**src/rtl/tmr_pkg.sv**
```systemverilog
// constants for the 16-bit timer with timer, event and window modes
//
// Overview of operation
// one control register, one 16-bit compare register
// compare written low then high, else ignored; in warm-up a lone high write still loads the high byte
// old compare value used until high written
// software changes mode/source only while stopped
// software loads compare above one
// control bits 7, 6, 1 are not reliable
// stop power mode clears the run bit
// three modes: timer, event, window
// timer mode can time oscillator warm-up
// timer counts internal clock, match clears, interrupts
// warm-up match uses upper five compare bits
// high-frequency source only timer mode, slow two
// event mode counts rising pin edges
// event match detected on falling pin edge
// pin levels held at least two cycles
// window mode counts internal clock while pin high
// gate pin much slower than counting clock
// window mode stopped before slow or sleep
// reset clears run, counter and interrupt
package tmr_pkg;

    // register indices on the 3-bit address port
    localparam logic [2:0] ADDR_CTRL     = 3'h0;
    localparam logic [2:0] ADDR_CMP_LOW  = 3'h1;
    localparam logic [2:0] ADDR_CMP_HIGH = 3'h2;
    localparam logic [2:0] ADDR_CNT_LOW  = 3'h3;
    localparam logic [2:0] ADDR_CNT_HIGH = 3'h4;

    // control register fields
    localparam int RUN_BIT    = 5;
    localparam int SRC_MSB    = 4;
    localparam int SRC_LSB    = 2;
    localparam int WINDOW_BIT = 0;
    // bits 7, 6 and 1 read as zero
    localparam logic [7:0] CTRL_READ_MASK = 8'h3D;
    localparam logic [7:0] CTRL_RESET     = 8'h00;

    // source clock selection codes
    localparam logic [2:0] SRC_SLOWEST = 3'h0;
    localparam logic [2:0] SRC_SLOW    = 3'h1;
    localparam logic [2:0] SRC_MID     = 3'h2;
    localparam logic [2:0] SRC_FAST    = 3'h3;
    localparam logic [2:0] SRC_FC      = 3'h4;
    localparam logic [2:0] SRC_FS      = 3'h5;
    localparam logic [2:0] SRC_PIN     = 3'h7;

    // prescaler tap exponents (fc divided by 2^n, fs divided by 2^n)
    localparam int FC_DIV_SLOWEST = 23;
    localparam int FC_DIV_SLOW    = 13;
    localparam int FC_DIV_MID     = 8;
    localparam int FC_DIV_FAST    = 3;
    localparam int FS_DIV_SLOWEST = 15;
    localparam int FS_DIV_SLOW    = 5;

    // counter and warm-up compare layout
    localparam int CNT_W     = 16;
    localparam int WARM_LSB  = 11;
    localparam logic [15:0] CMP_RESET = 16'h0000;

endpackage

```
**src/rtl/tmr_prescaler.sv**
```systemverilog
// free-running dividers giving one-cycle count enables for the timer
`timescale 1ns/100ps
module tmr_prescaler #(
    parameter int FC_W = 24,
    parameter int FS_W = 16
) (
    // clock and reset
    input  wire logic       CLOCK_I,
    input  wire logic       RST_N_I,
    // low-frequency tick, already synchronised
    input  wire logic       fs_tick_i,
    // tap selection
    input  wire logic [2:0] src_i,
    input  wire logic       tap_select_i,
    input  wire logic       slow_i,
    // selected enable pulse
    output logic            tick_o
);

    logic [FC_W-1:0] fc_cnt_r;
    logic [FS_W-1:0] fs_cnt_r;

    // fc divider runs every cycle, fs divider on each fs tick
    always_ff @(posedge CLOCK_I)
    begin
        if (!RST_N_I)
            fc_cnt_r <= '0;
        else
            fc_cnt_r <= fc_cnt_r + 1'b1;
    end

    always_ff @(posedge CLOCK_I)
    begin
        if (!RST_N_I)
            fs_cnt_r <= '0;
        else if (fs_tick_i)
            fs_cnt_r <= fs_cnt_r + 1'b1;
    end

    // a tap fires when the lower n bits are all ones and the divider advances
    function automatic logic fc_tap(input logic [FC_W-1:0] c, input int n);
        logic [FC_W-1:0] m;
        m = (FC_W'(1) << n) - FC_W'(1);
        fc_tap = ((c & m) == m);
    endfunction

    function automatic logic fs_tap(input logic [FS_W-1:0] c, input int n);
        logic [FS_W-1:0] m;
        m = (FS_W'(1) << n) - FS_W'(1);
        fs_tap = ((c & m) == m) && fs_tick_i;
    endfunction

    // in slow modes the two slowest taps fall back to fs, the mid and fast taps stop, fc itself stays on
    always_comb
    begin
        tick_o = 1'b0;
        unique case (src_i)
            tmr_pkg::SRC_SLOWEST:
                tick_o = (slow_i || tap_select_i) ? fs_tap(fs_cnt_r, tmr_pkg::FS_DIV_SLOWEST)
                                                  : fc_tap(fc_cnt_r, tmr_pkg::FC_DIV_SLOWEST);
            tmr_pkg::SRC_SLOW:
                tick_o = (slow_i || tap_select_i) ? fs_tap(fs_cnt_r, tmr_pkg::FS_DIV_SLOW)
                                                  : fc_tap(fc_cnt_r, tmr_pkg::FC_DIV_SLOW);
            tmr_pkg::SRC_MID:
                tick_o = !slow_i && fc_tap(fc_cnt_r, tmr_pkg::FC_DIV_MID);
            tmr_pkg::SRC_FAST:
                tick_o = !slow_i && fc_tap(fc_cnt_r, tmr_pkg::FC_DIV_FAST);
            tmr_pkg::SRC_FC:
                tick_o = 1'b1;
            tmr_pkg::SRC_FS:
                tick_o = fs_tick_i;
            default:
                tick_o = 1'b0;
        endcase
    end

endmodule // tmr_prescaler

```
**src/rtl/timer_event_window_counter.sv**
```systemverilog
// 16-bit up-counter timer: internal timer, event counter and window modes
`timescale 1ns/100ps
module timer_event_window_counter (
    // clock and reset
    input  wire logic       CLOCK_I,
    input  wire logic       RST_N_I,
    // register port
    input  wire logic [2:0] ADDR_I,
    input  wire logic [7:0] WDATA_I,
    input  wire logic       WR_I,
    input  wire logic       RD_I,
    output logic      [7:0] RDATA_O,
    // power mode state from the clock controller
    input  wire logic       STOP_MODE_I,
    input  wire logic       SLOW_MODE_ONE_I,
    input  wire logic       SLOW_MODE_TWO_I,
    input  wire logic       SLEEP_MODE_I,
    input  wire logic       PRESCALER_TAP_SELECT_I,
    // external pins
    input  wire logic       LOW_CLK_I,
    input  wire logic       EVENT_GATE_PIN_I,
    // event and status
    output logic            MATCH_INTERRUPT_O,
    output logic            RUN_BIT_O
);

    typedef enum logic [1:0] {
        MODE_TIMER  = 2'b00,
        MODE_EVENT  = 2'b01,
        MODE_WINDOW = 2'b11
    } mode_e;

    // limitation: the count is read a byte at a time, so a running
    // counter may carry between the low and the high read
    // registers
    logic [7:0]  timer_control_reg_r;
    logic [15:0] compare_value_r;
    logic [7:0]  compare_value_low_r;
    logic        low_pending_r;
    logic [15:0] count_r;
    logic [15:0] count_nxt;
    logic        match_interrupt_r;
    logic [7:0]  rdata_r;

    // synchronisers for the pins
    logic [1:0]  pin_sync_r;
    logic        pin_prev_r;
    logic [1:0]  lck_sync_r;
    logic        lck_prev_r;

    logic        run;
    logic [2:0]  src;
    logic [2:0]  src_eff;
    mode_e       mode;
    logic        slow;
    logic        warm;
    logic        tick;
    logic        fs_tick;
    logic        pin_rise;
    logic        pin_fall;
    logic        cmp_hit;
    logic        advance;
    logic        match;

    assign run  = timer_control_reg_r[tmr_pkg::RUN_BIT];
    assign src  = timer_control_reg_r[tmr_pkg::SRC_MSB:tmr_pkg::SRC_LSB];
    assign slow = SLOW_MODE_ONE_I || SLOW_MODE_TWO_I || SLEEP_MODE_I;

    // mode decode: pin source means event mode regardless of window bit
    always_comb
    begin
        if (src == tmr_pkg::SRC_PIN)
            mode = MODE_EVENT;
        else if (timer_control_reg_r[tmr_pkg::WINDOW_BIT])
            mode = MODE_WINDOW;
        else
            mode = MODE_TIMER;
    end

    // fc source is a warm-up timer in slow mode two only
    assign warm = (mode == MODE_TIMER) && (src == tmr_pkg::SRC_FC)
                  && SLOW_MODE_TWO_I;

    // compare, optionally ignoring the low 11 bits during warm-up
    function automatic logic is_match(input logic [15:0] c,
                                      input logic [15:0] r,
                                      input logic        w);
        if (w)
            is_match = (c[15:tmr_pkg::WARM_LSB] == r[15:tmr_pkg::WARM_LSB]);
        else
            is_match = (c == r);
    endfunction

    // write strobe aimed at one register index
    function automatic logic wr_sel(input logic [2:0] a);
        wr_sel = WR_I && (ADDR_I == a);
    endfunction

    // two flops before anything looks at the pins
    always_ff @(posedge CLOCK_I)
    begin
        if (!RST_N_I)
        begin
            pin_sync_r <= 2'b00;
            pin_prev_r <= 1'b0;
        end
        else
        begin
            pin_sync_r <= {pin_sync_r[0], EVENT_GATE_PIN_I};
            pin_prev_r <= pin_sync_r[1];
        end
    end

    always_ff @(posedge CLOCK_I)
    begin
        if (!RST_N_I)
        begin
            lck_sync_r <= 2'b00;
            lck_prev_r <= 1'b0;
        end
        else
        begin
            lck_sync_r <= {lck_sync_r[0], LOW_CLK_I};
            lck_prev_r <= lck_sync_r[1];
        end
    end

    // edges of the synchronised pins; pulses need two cycles per level
    assign pin_rise = pin_sync_r[1] && !pin_prev_r;
    assign pin_fall = !pin_sync_r[1] && pin_prev_r;
    assign fs_tick  = lck_sync_r[1] && !lck_prev_r;

    // fc source outside warm-up is steered to a code that never ticks
    always_comb
    begin
        if (src == tmr_pkg::SRC_FC && !warm)
            src_eff = tmr_pkg::SRC_PIN;
        else
            src_eff = src;
    end

    // dividers and tap selection
    tmr_prescaler #(
        .FC_W (24),
        .FS_W (16)
    ) u_prescaler (
        .CLOCK_I      (CLOCK_I),
        .RST_N_I      (RST_N_I),
        .fs_tick_i    (fs_tick),
        .src_i        (src_eff),
        .tap_select_i (PRESCALER_TAP_SELECT_I),
        .slow_i       (slow),
        .tick_o       (tick)
    );

    // count enable per mode
    always_comb
    begin
        advance = 1'b0;
        unique case (mode)
            MODE_TIMER:
                advance = tick;
            MODE_WINDOW:
                // gate pin sampled, much slower than tick by contract
                advance = tick && pin_sync_r[1]
                          && !slow;
            MODE_EVENT:
                advance = pin_rise;
        endcase
    end

    // next count and match decision; clearing on a match restarts the period
    always_comb
    begin
        match     = 1'b0;
        count_nxt = count_r;
        cmp_hit   = is_match(count_r + 16'h0001, compare_value_r, warm);
        if (!run)
            count_nxt = 16'h0000;
        else if (mode == MODE_EVENT)
        begin
            // match is checked on the falling edge after reaching compare
            if (pin_fall && is_match(count_r, compare_value_r, 1'b0))
            begin
                match     = 1'b1;
                count_nxt = 16'h0000;
            end
            else if (advance)
                count_nxt = count_r + 16'h0001;
        end
        else if (advance)
        begin
            if (cmp_hit)
            begin
                match     = 1'b1;
                count_nxt = 16'h0000;
            end
            else
                count_nxt = count_r + 16'h0001;
        end
    end

    // up-counter
    always_ff @(posedge CLOCK_I)
    begin
        if (!RST_N_I)
            count_r <= 16'h0000;
        else
            count_r <= count_nxt;
    end

    // interrupt pulse, one cycle per match
    always_ff @(posedge CLOCK_I)
    begin
        if (!RST_N_I)
            match_interrupt_r <= 1'b0;
        else
            match_interrupt_r <= match;
    end

    // control register; stop power mode wins over a software write
    always_ff @(posedge CLOCK_I)
    begin
        if (!RST_N_I)
            timer_control_reg_r <= tmr_pkg::CTRL_RESET;
        else
        begin
            if (wr_sel(tmr_pkg::ADDR_CTRL))
                timer_control_reg_r <= WDATA_I;
            if (STOP_MODE_I)
                timer_control_reg_r[tmr_pkg::RUN_BIT] <= 1'b0;
        end
    end

    // staged low byte, only a copy until the high byte lands
    always_ff @(posedge CLOCK_I)
    begin
        if (!RST_N_I)
            compare_value_low_r <= 8'h00;
        else if (wr_sel(tmr_pkg::ADDR_CMP_LOW))
            compare_value_low_r <= WDATA_I;
    end

    // pending flag: set by a low write, spent by the next high write
    always_ff @(posedge CLOCK_I)
    begin
        if (!RST_N_I)
            low_pending_r <= 1'b0;
        else if (wr_sel(tmr_pkg::ADDR_CMP_LOW))
            low_pending_r <= 1'b1;
        else if (wr_sel(tmr_pkg::ADDR_CMP_HIGH))
            low_pending_r <= 1'b0;
    end

    // committed compare value; matching never sees a half-written pair
    always_ff @(posedge CLOCK_I)
    begin
        if (!RST_N_I)
            compare_value_r <= tmr_pkg::CMP_RESET;
        else if (wr_sel(tmr_pkg::ADDR_CMP_HIGH))
        begin
            // a lone high write only counts for warm-up timing
            if (low_pending_r)
                compare_value_r <= {WDATA_I, compare_value_low_r};
            else if (warm)
                compare_value_r <= {WDATA_I, compare_value_r[7:0]};
        end
    end

    // read data, valid the cycle after the strobe
    // zero when idle, so a stray sample shows up as 00
    always_ff @(posedge CLOCK_I)
    begin
        if (!RST_N_I)
            rdata_r <= 8'h00;
        else if (RD_I)
        begin
            unique case (ADDR_I)
                tmr_pkg::ADDR_CTRL:
                    rdata_r <= timer_control_reg_r & tmr_pkg::CTRL_READ_MASK;
                tmr_pkg::ADDR_CMP_LOW:
                    rdata_r <= compare_value_r[7:0];
                tmr_pkg::ADDR_CMP_HIGH:
                    rdata_r <= compare_value_r[15:8];
                tmr_pkg::ADDR_CNT_LOW:
                    rdata_r <= count_r[7:0];
                tmr_pkg::ADDR_CNT_HIGH:
                    rdata_r <= count_r[15:8];
                default:
                    rdata_r <= 8'h00;
            endcase
        end
        else
            rdata_r <= 8'h00;
    end

    // outputs straight from flops
    assign RDATA_O           = rdata_r;
    assign MATCH_INTERRUPT_O = match_interrupt_r;
    assign RUN_BIT_O         = run;

endmodule // timer_event_window_counter

```
**config.mk**
```make
export PLATFORM = sky130hd
export DESIGN_NAME = timer_event_window_counter
export DESIGN_NICKNAME = d
export VERILOG_FILES = /design/src/rtl/tmr_pkg.sv /design/src/rtl/tmr_prescaler.sv /design/src/rtl/timer_event_window_counter.sv
export SDC_FILE = /design/constraint.sdc
export NUM_CORES = 1
export LEC_CHECK = 0
export ABC_AREA = 0
export BUFFER_PORTS_ARGS = -buffer_cell sky130_fd_sc_hd__clkbuf_2
export CELL_PAD_IN_SITES_DETAIL_PLACEMENT = 0
export CELL_PAD_IN_SITES_GLOBAL_PLACEMENT = 1
export CORE_ASPECT_RATIO = 0.6
export CORE_UTILIZATION = 47
export CTS_CLUSTER_DIAMETER = 30
export DETAILED_ROUTE_END_ITERATION = 8
export MAX_ROUTING_LAYER = met4
export PLACE_DENSITY = 0.83
export SLEW_MARGIN = 20
export SYNTH_ARGS = -nofsm -noshare
export SYNTH_HDL_FRONTEND = slang
export SYNTH_SLANG_ARGS = --single-unit
```
**constraint.sdc**
```tcl
create_clock -name CLOCK_I -period 3.15 [get_ports CLOCK_I]
set_input_delay 0.1575 -clock CLOCK_I [delete_from_list [all_inputs] [get_ports CLOCK_I]]
set_output_delay 0.1575 -clock CLOCK_I [all_outputs]
set_load 0.02 [all_outputs]
```
After elaboration in Yosys (flattened, before gate mapping)
Cells that the tools add are included.
- output and inout port bits: 10
- logic and storage cells: 102
- register bits: 102
- equality and inequality tests: 22
- bitwise logic cells: 1
- $add $sub $neg: 3
- muxes and demuxes: 24
- reductions and logical operators: 37
- operators with widths (kind ; count):
    16-bit two-way mux ; 7
    8-bit case mux with 5 select lines ; 1
    16-bit by 1-bit adder with 16-bit output, second input constant ; 2
    16-bit equality test ; 2
    24-bit by 1-bit adder with 24-bit output, second input constant ; 1
    23-bit equality test, second input constant ; 1
    3-bit equality test, second input constant ; 6
    1-bit logical AND ; 16
    15-bit equality test, second input constant ; 1
    13-bit equality test, second input constant ; 1
    3-bit by 2-bit equality test with 1-bit output, second input constant ; 4
    1-bit two-way mux ; 11
    2-bit AND reduction ; 5
    8-bit equality test, second input constant ; 1
    2-bit nonzero test ; 4
    3-bit by 1-bit equality test with 1-bit output, second input constant ; 2
    3-bit zero test ; 2
    1-bit case mux with 6 select lines ; 1
    5-bit equality test ; 1
    5-bit equality test, second input constant ; 1
    1-bit zero test ; 5
    2-bit two-way mux ; 2
    1-bit logical OR ; 3
    3-bit two-way mux ; 1
    6 further kinds ; 6

Depth between registers and ports, before layout
- word-level depth: 16
- depth in mapped cells: 13

Modules after synthesis
A second synthesis with hierarchy kept.
- cells, all modules: 606
- area total of the unflattened synthesis: 5221.3 µm²
- modules (own cells, without submodules) (module ; area each (µm²) ; cells each ; times used ; sequential area each (µm²)):
    timer_event_window_counter ; 3388.2 ; 392 ; 1 ; 1221.2
    tmr_prescaler ; 1833.0 ; 214 ; 1 ; 760.7

Worst setup path before layout
Ideal clock, no wire load.
- path kind: register -> register
- start point: register count_r[3]
- end point: register count_r[12]
- buffers on the path: 1
- clock period less this slack: 2.785 ns
- setup slack: 0.365 ns
- stages on the path, launching flop included: 10
- data arrival time: 2.671 ns
- cells stage by stage: dfxtp_1 buf_2 nand4_1 or4_1 xor2_1 nand3_1 or4_4 or2_4 a41o_1 a21o_1
- word-level cells in the longest chain between the ends: 6
- RTL lines (item ; line ; RTL):
    start, declared ; timer_event_window_counter.sv:40 ; logic [15:0] count_r;
    start signal, assigned ; timer_event_window_counter.sv:209 ; count_r <= count_nxt;
    16-bit by 1-bit adder with 16-bit output or 16-bit equality test (tied branches) ; - ;
    16-bit equality test (tied with other cells) ; timer_event_window_counter.sv:91 ; is_match = (c == r);
    1-bit two-way mux, on equally long branches ; timer_event_window_counter.sv:88, timer_event_window_counter.sv:178 ;
    16-bit two-way mux or 1-bit logical AND (tied branches) ; timer_event_window_counter.sv:193, timer_event_window_counter.sv:183 ;
    16-bit two-way mux (tied with other cells) ; timer_event_window_counter.sv:191 ; else if (advance)
    16-bit two-way mux or 2-bit AND reduction (tied branches) ; - ;
Parallel ways exist; a longest one is shown, timed or not. The select of a mux whose other input is x is not followed.
A chain may end at the register's enable or synchronous reset.

Worst setup path after layout
- start point: register count_r[6]
- end point: register count_r[7]
Same word-level chain as after synthesis.

==> results.md <==
- Register share of total power: a little over half
- # H-tree levels: 3
- Clk buf depth: 2
- Post-synth EDFFs: 0
- Drc violations: 0
- Synth Register Bits: 99
- Starting Density: roughly 48%
- Clock skew: roughly 0.0072 ns
- Worst Hold Class: in -> reg
- Power Total: between 0.002 and 0.0025 W
- Syn Area/Cell: a little under 9 sq um
- Die area: ~11000 sq um
- Status: complete, no violations
- CP arrival: 3.23 ns
- First-pass detailed-route iteration total: 5
- Hold Vio Cnt, Final: 0
- Crit path max fanout: 10
- RR Endpoint: count_r[7]
- Top FF cell, synth: dfxtp_1
- Global-route wire length before repair: about 22000 um
- Final min period: ~3.0 ns
- Total Neg Setup Slack: 0 ns
- CP Data Required Time: 3.39 ns
- Clock power frac: a little over two fifths
- Fmax: between 0.3 and 0.4 GHz
- Yosys warning count: 0
- Final net count: between 600 and 700
- Post-DRT Antenna Nets: 0
- WL/cell: roughly 18 um
- Startpoint types: register
- Ys async rst share: 0%
- Net Count, Synth: roughly 610
- Worst rel slew slack: 23.64%
- Root Buffer: clkbuf_16
- Mapped Area: slightly above 5000 sq um
- Initial antenna violation count: 0
- P_int: approximately 0.0019 W
- RSZ-0062 raised after global routing: false
- GRT overflow: 0
- Final setup fails: 0
- Post-synth cell types: 60
- Worst Min Path Start: EVENT_GATE_PIN_I
- CTS tree: yes
- CP cell instances: nand3_4, or4_1, xor2_1, nand3_1, or4_4, o211ai_2, buf_4, nor2_1, a221o_1
- # diodes: 0
- Worst Hold Endpoint: pin_sync_r[0]
- Worst Tran Pin Value: about 1.1 ns
- Iter 0 DRT Violations: 370
- WP depth: 9
- Largest net degree at the start of global routing: 40
- Vias in the first global route: a little over 4000
- Worst-Skew Late Latency: 0.35 ns
- Commonest non-fill, non-tap cell in the layout: dfxtp_1
- Worst r2r path cells: 9
- Std-Cell Rows: 29
- Boundary Pins: 32
- CP Buf/Inv Count: 1
- Share of cells above drive strength 1: between 10% and 20%
- Final Max Tran Viols: 0
- Post-synthesis cell count: slightly below 600
- Vias: approximately 4400
- Most frequent cells in the layout: dfxtp_1 (99), nand2_1 (50), and2_1 (43)
- Post-DP HPWL: ~10000 um
- Highest cell delay on the worst timing path: between 0.6 and 0.7 ns
- Sw Ratio: between 20% and 30%
- Die Width: roughly 140 um
- Pwr/cell area: approximately 420 nW/um^2
- CORE AREA: between 10000 and 15000 sq um
- Routability cong.: approximately 0.92
- Register area share after synthesis: between 30 and 40%
- Vias per cell: between 5 and 6
- Slowest stage cell, crit path: or4_1
- Num CTS Buffers: 9
- Sw Pwr: approximately 0.00056 W
- Die height: between 80 and 90 um
- Cell count of the worst hold path: 2
- CP delay by family, top: simple AND/OR/NAND/NOR gates
- Final wirelength: 13470 um
- Gr usage total: between 20% and 30%
- Post-CTS setup buffers: 0
- Gate power share: around 4%
- Flop-to-flop setup slack: 0.15 ns
- Type of the worst setup path: reg -> reg
- Port Buffers: 31
- Worst VDD drop: around 0.25 mV
- Critical Path End Type: register
- Pleak: 2.254 nW
- Worst-path clk slew: roughly 0.07 ns
- RR Startpoint: count_r[6]
- Final period utilization: approximately 95%
- Area grow syn2layout: 12.34%
- Max-cap violations: 0
- Clock sink total: 99
==> Yosys cell counts, types with 13 or more instances <==
library cell,count,share of area [%]
dfxtp_1,99,39
nand2_1,50,3.7
and2_1,43,5.2
nor2_1,35,2.6
xnor2_1,34,5.8
nor2b_1,30,3.7
xor2_1,22,3.8
clkbuf_1,21,1.5
mux2i_1,21,4.1
nand4_1,20,2.4
nand3_1,19,1.9
nor3_1,15,1.5
a22oi_1,14,2.0
o21ai_0,13,1.3
==> area by class of cell <==
class,instances,area [sq um]
clock buffer,10,239.0
clock inverter,5,36.28
fill,1007,4830
inverter,5,18.77
multi-input combinational,444,2978
sequential,99,1982
tap,139,173.9
timing repair buffer,55,337.8
==> routing by layer <==
| layer | part of all wire, % | global-route usage [%] |
|---|---|---|
| met5 | 0 | - |
| met4 | 0.90 | 6.893 |
| met1 | 51 | 39.77 |
| met2 | 38 | 33.32 |
| met3 | 9.7 | 5.189 |
==> kinds of logic (layout without fill, tap and decap cells) <==
kind of cell,count (synthesis),after routing,synth area share (%)
buffers and inverters,39,75,3.462
DFF,99,99,38.62
and+or+nand+nor,263,263,28.40
adders and majority gates,5,5,1.219
muxes,28,28,5.631
xor gates and xnor gates,56,56,9.556
AOI/OAI and AO/OA,92,92,13.12
==> worst reg2reg max path: cells and delay by family, from the launching register on <==
family                 cells  cell delay, ns
AO/OA/AOI/OAI              2            0.46
buffers and inverters      1            0.20
flip-flops                 1            0.54
AND/OR/NAND/NOR            5            1.53
XOR/XNOR                   1            0.17
==> registers in the layout, indices dropped and copies added, names as in the netlist <==
signal and count:
MATCH_INTERRUPT_O 1, RDATA_O 8, compare_value_low_r 8, compare_value_r 16, count_r 16, lck_prev_r 1
lck_sync_r 2, low_pending_r 1, pin_prev_r 1, pin_sync_r 2, timer_control_reg_r 5, u_prescaler.fc_cnt_r 23
u_prescaler.fs_cnt_r 15
==> timing repair <==
item / in CTS / in global routing
hold endpoints to repair: 1 / 0
setup endpoints to repair: 0 / 2
gates resized for setup: 0 / 1
hold buffers: 1 / 0
==> stage by stage <==
step / hold slack [ns] / util, % / std cells / area [sq um] / setup slack, ns
after floorplan: 0.2336 / - / 582 / 5132 / 0.3655
after global placement: 0.3417 / 51.68 / 741 / 5475 / 0.2705
after detailed placement: 0.3390 / 51.68 / 741 / 5475 / 0.2218
after CTS: 0.007627 / 54.37 / 757 / 5761 / 0.2002
after global routing: 0.02740 / 54.42 / 757 / 5766 / 0.0005771
final: 0.01433 / 54.42 / 757 / 5766 / 0.1532
==> worst max-delay path by stage <==
stage,end,from,slack [ns]
final,count_r[7],count_r[6],0.15
after global routing,count_r[7],count_r[6],0.0006
after CTS,count_r[5],count_r[6],0.20
after detailed placement,count_r[8],count_r[6],0.22
after global placement,count_r[8],count_r[6],0.27
after floorplan,count_r[12],count_r[3],0.37
==> power by group through the flow <==
| stage | Sequential (W) | Clock (W) | Combinational (W) |
|---|---|---|---|
| after global routing | 0.00127 | 0.00114 | 0.000105 |
| after floorplan | 0.00130 | 0 | 0.0000591 |
| final | 0.00127 | 0.00105 | 0.0000951 |
| after CTS | 0.00127 | 0.00108 | 0.0000944 |
| after global placement | 0.00130 | 0 | 0.0000904 |
| after detailed placement | 0.00130 | 0 | 0.0000929 |
Power figures use the tool's default switching activity.
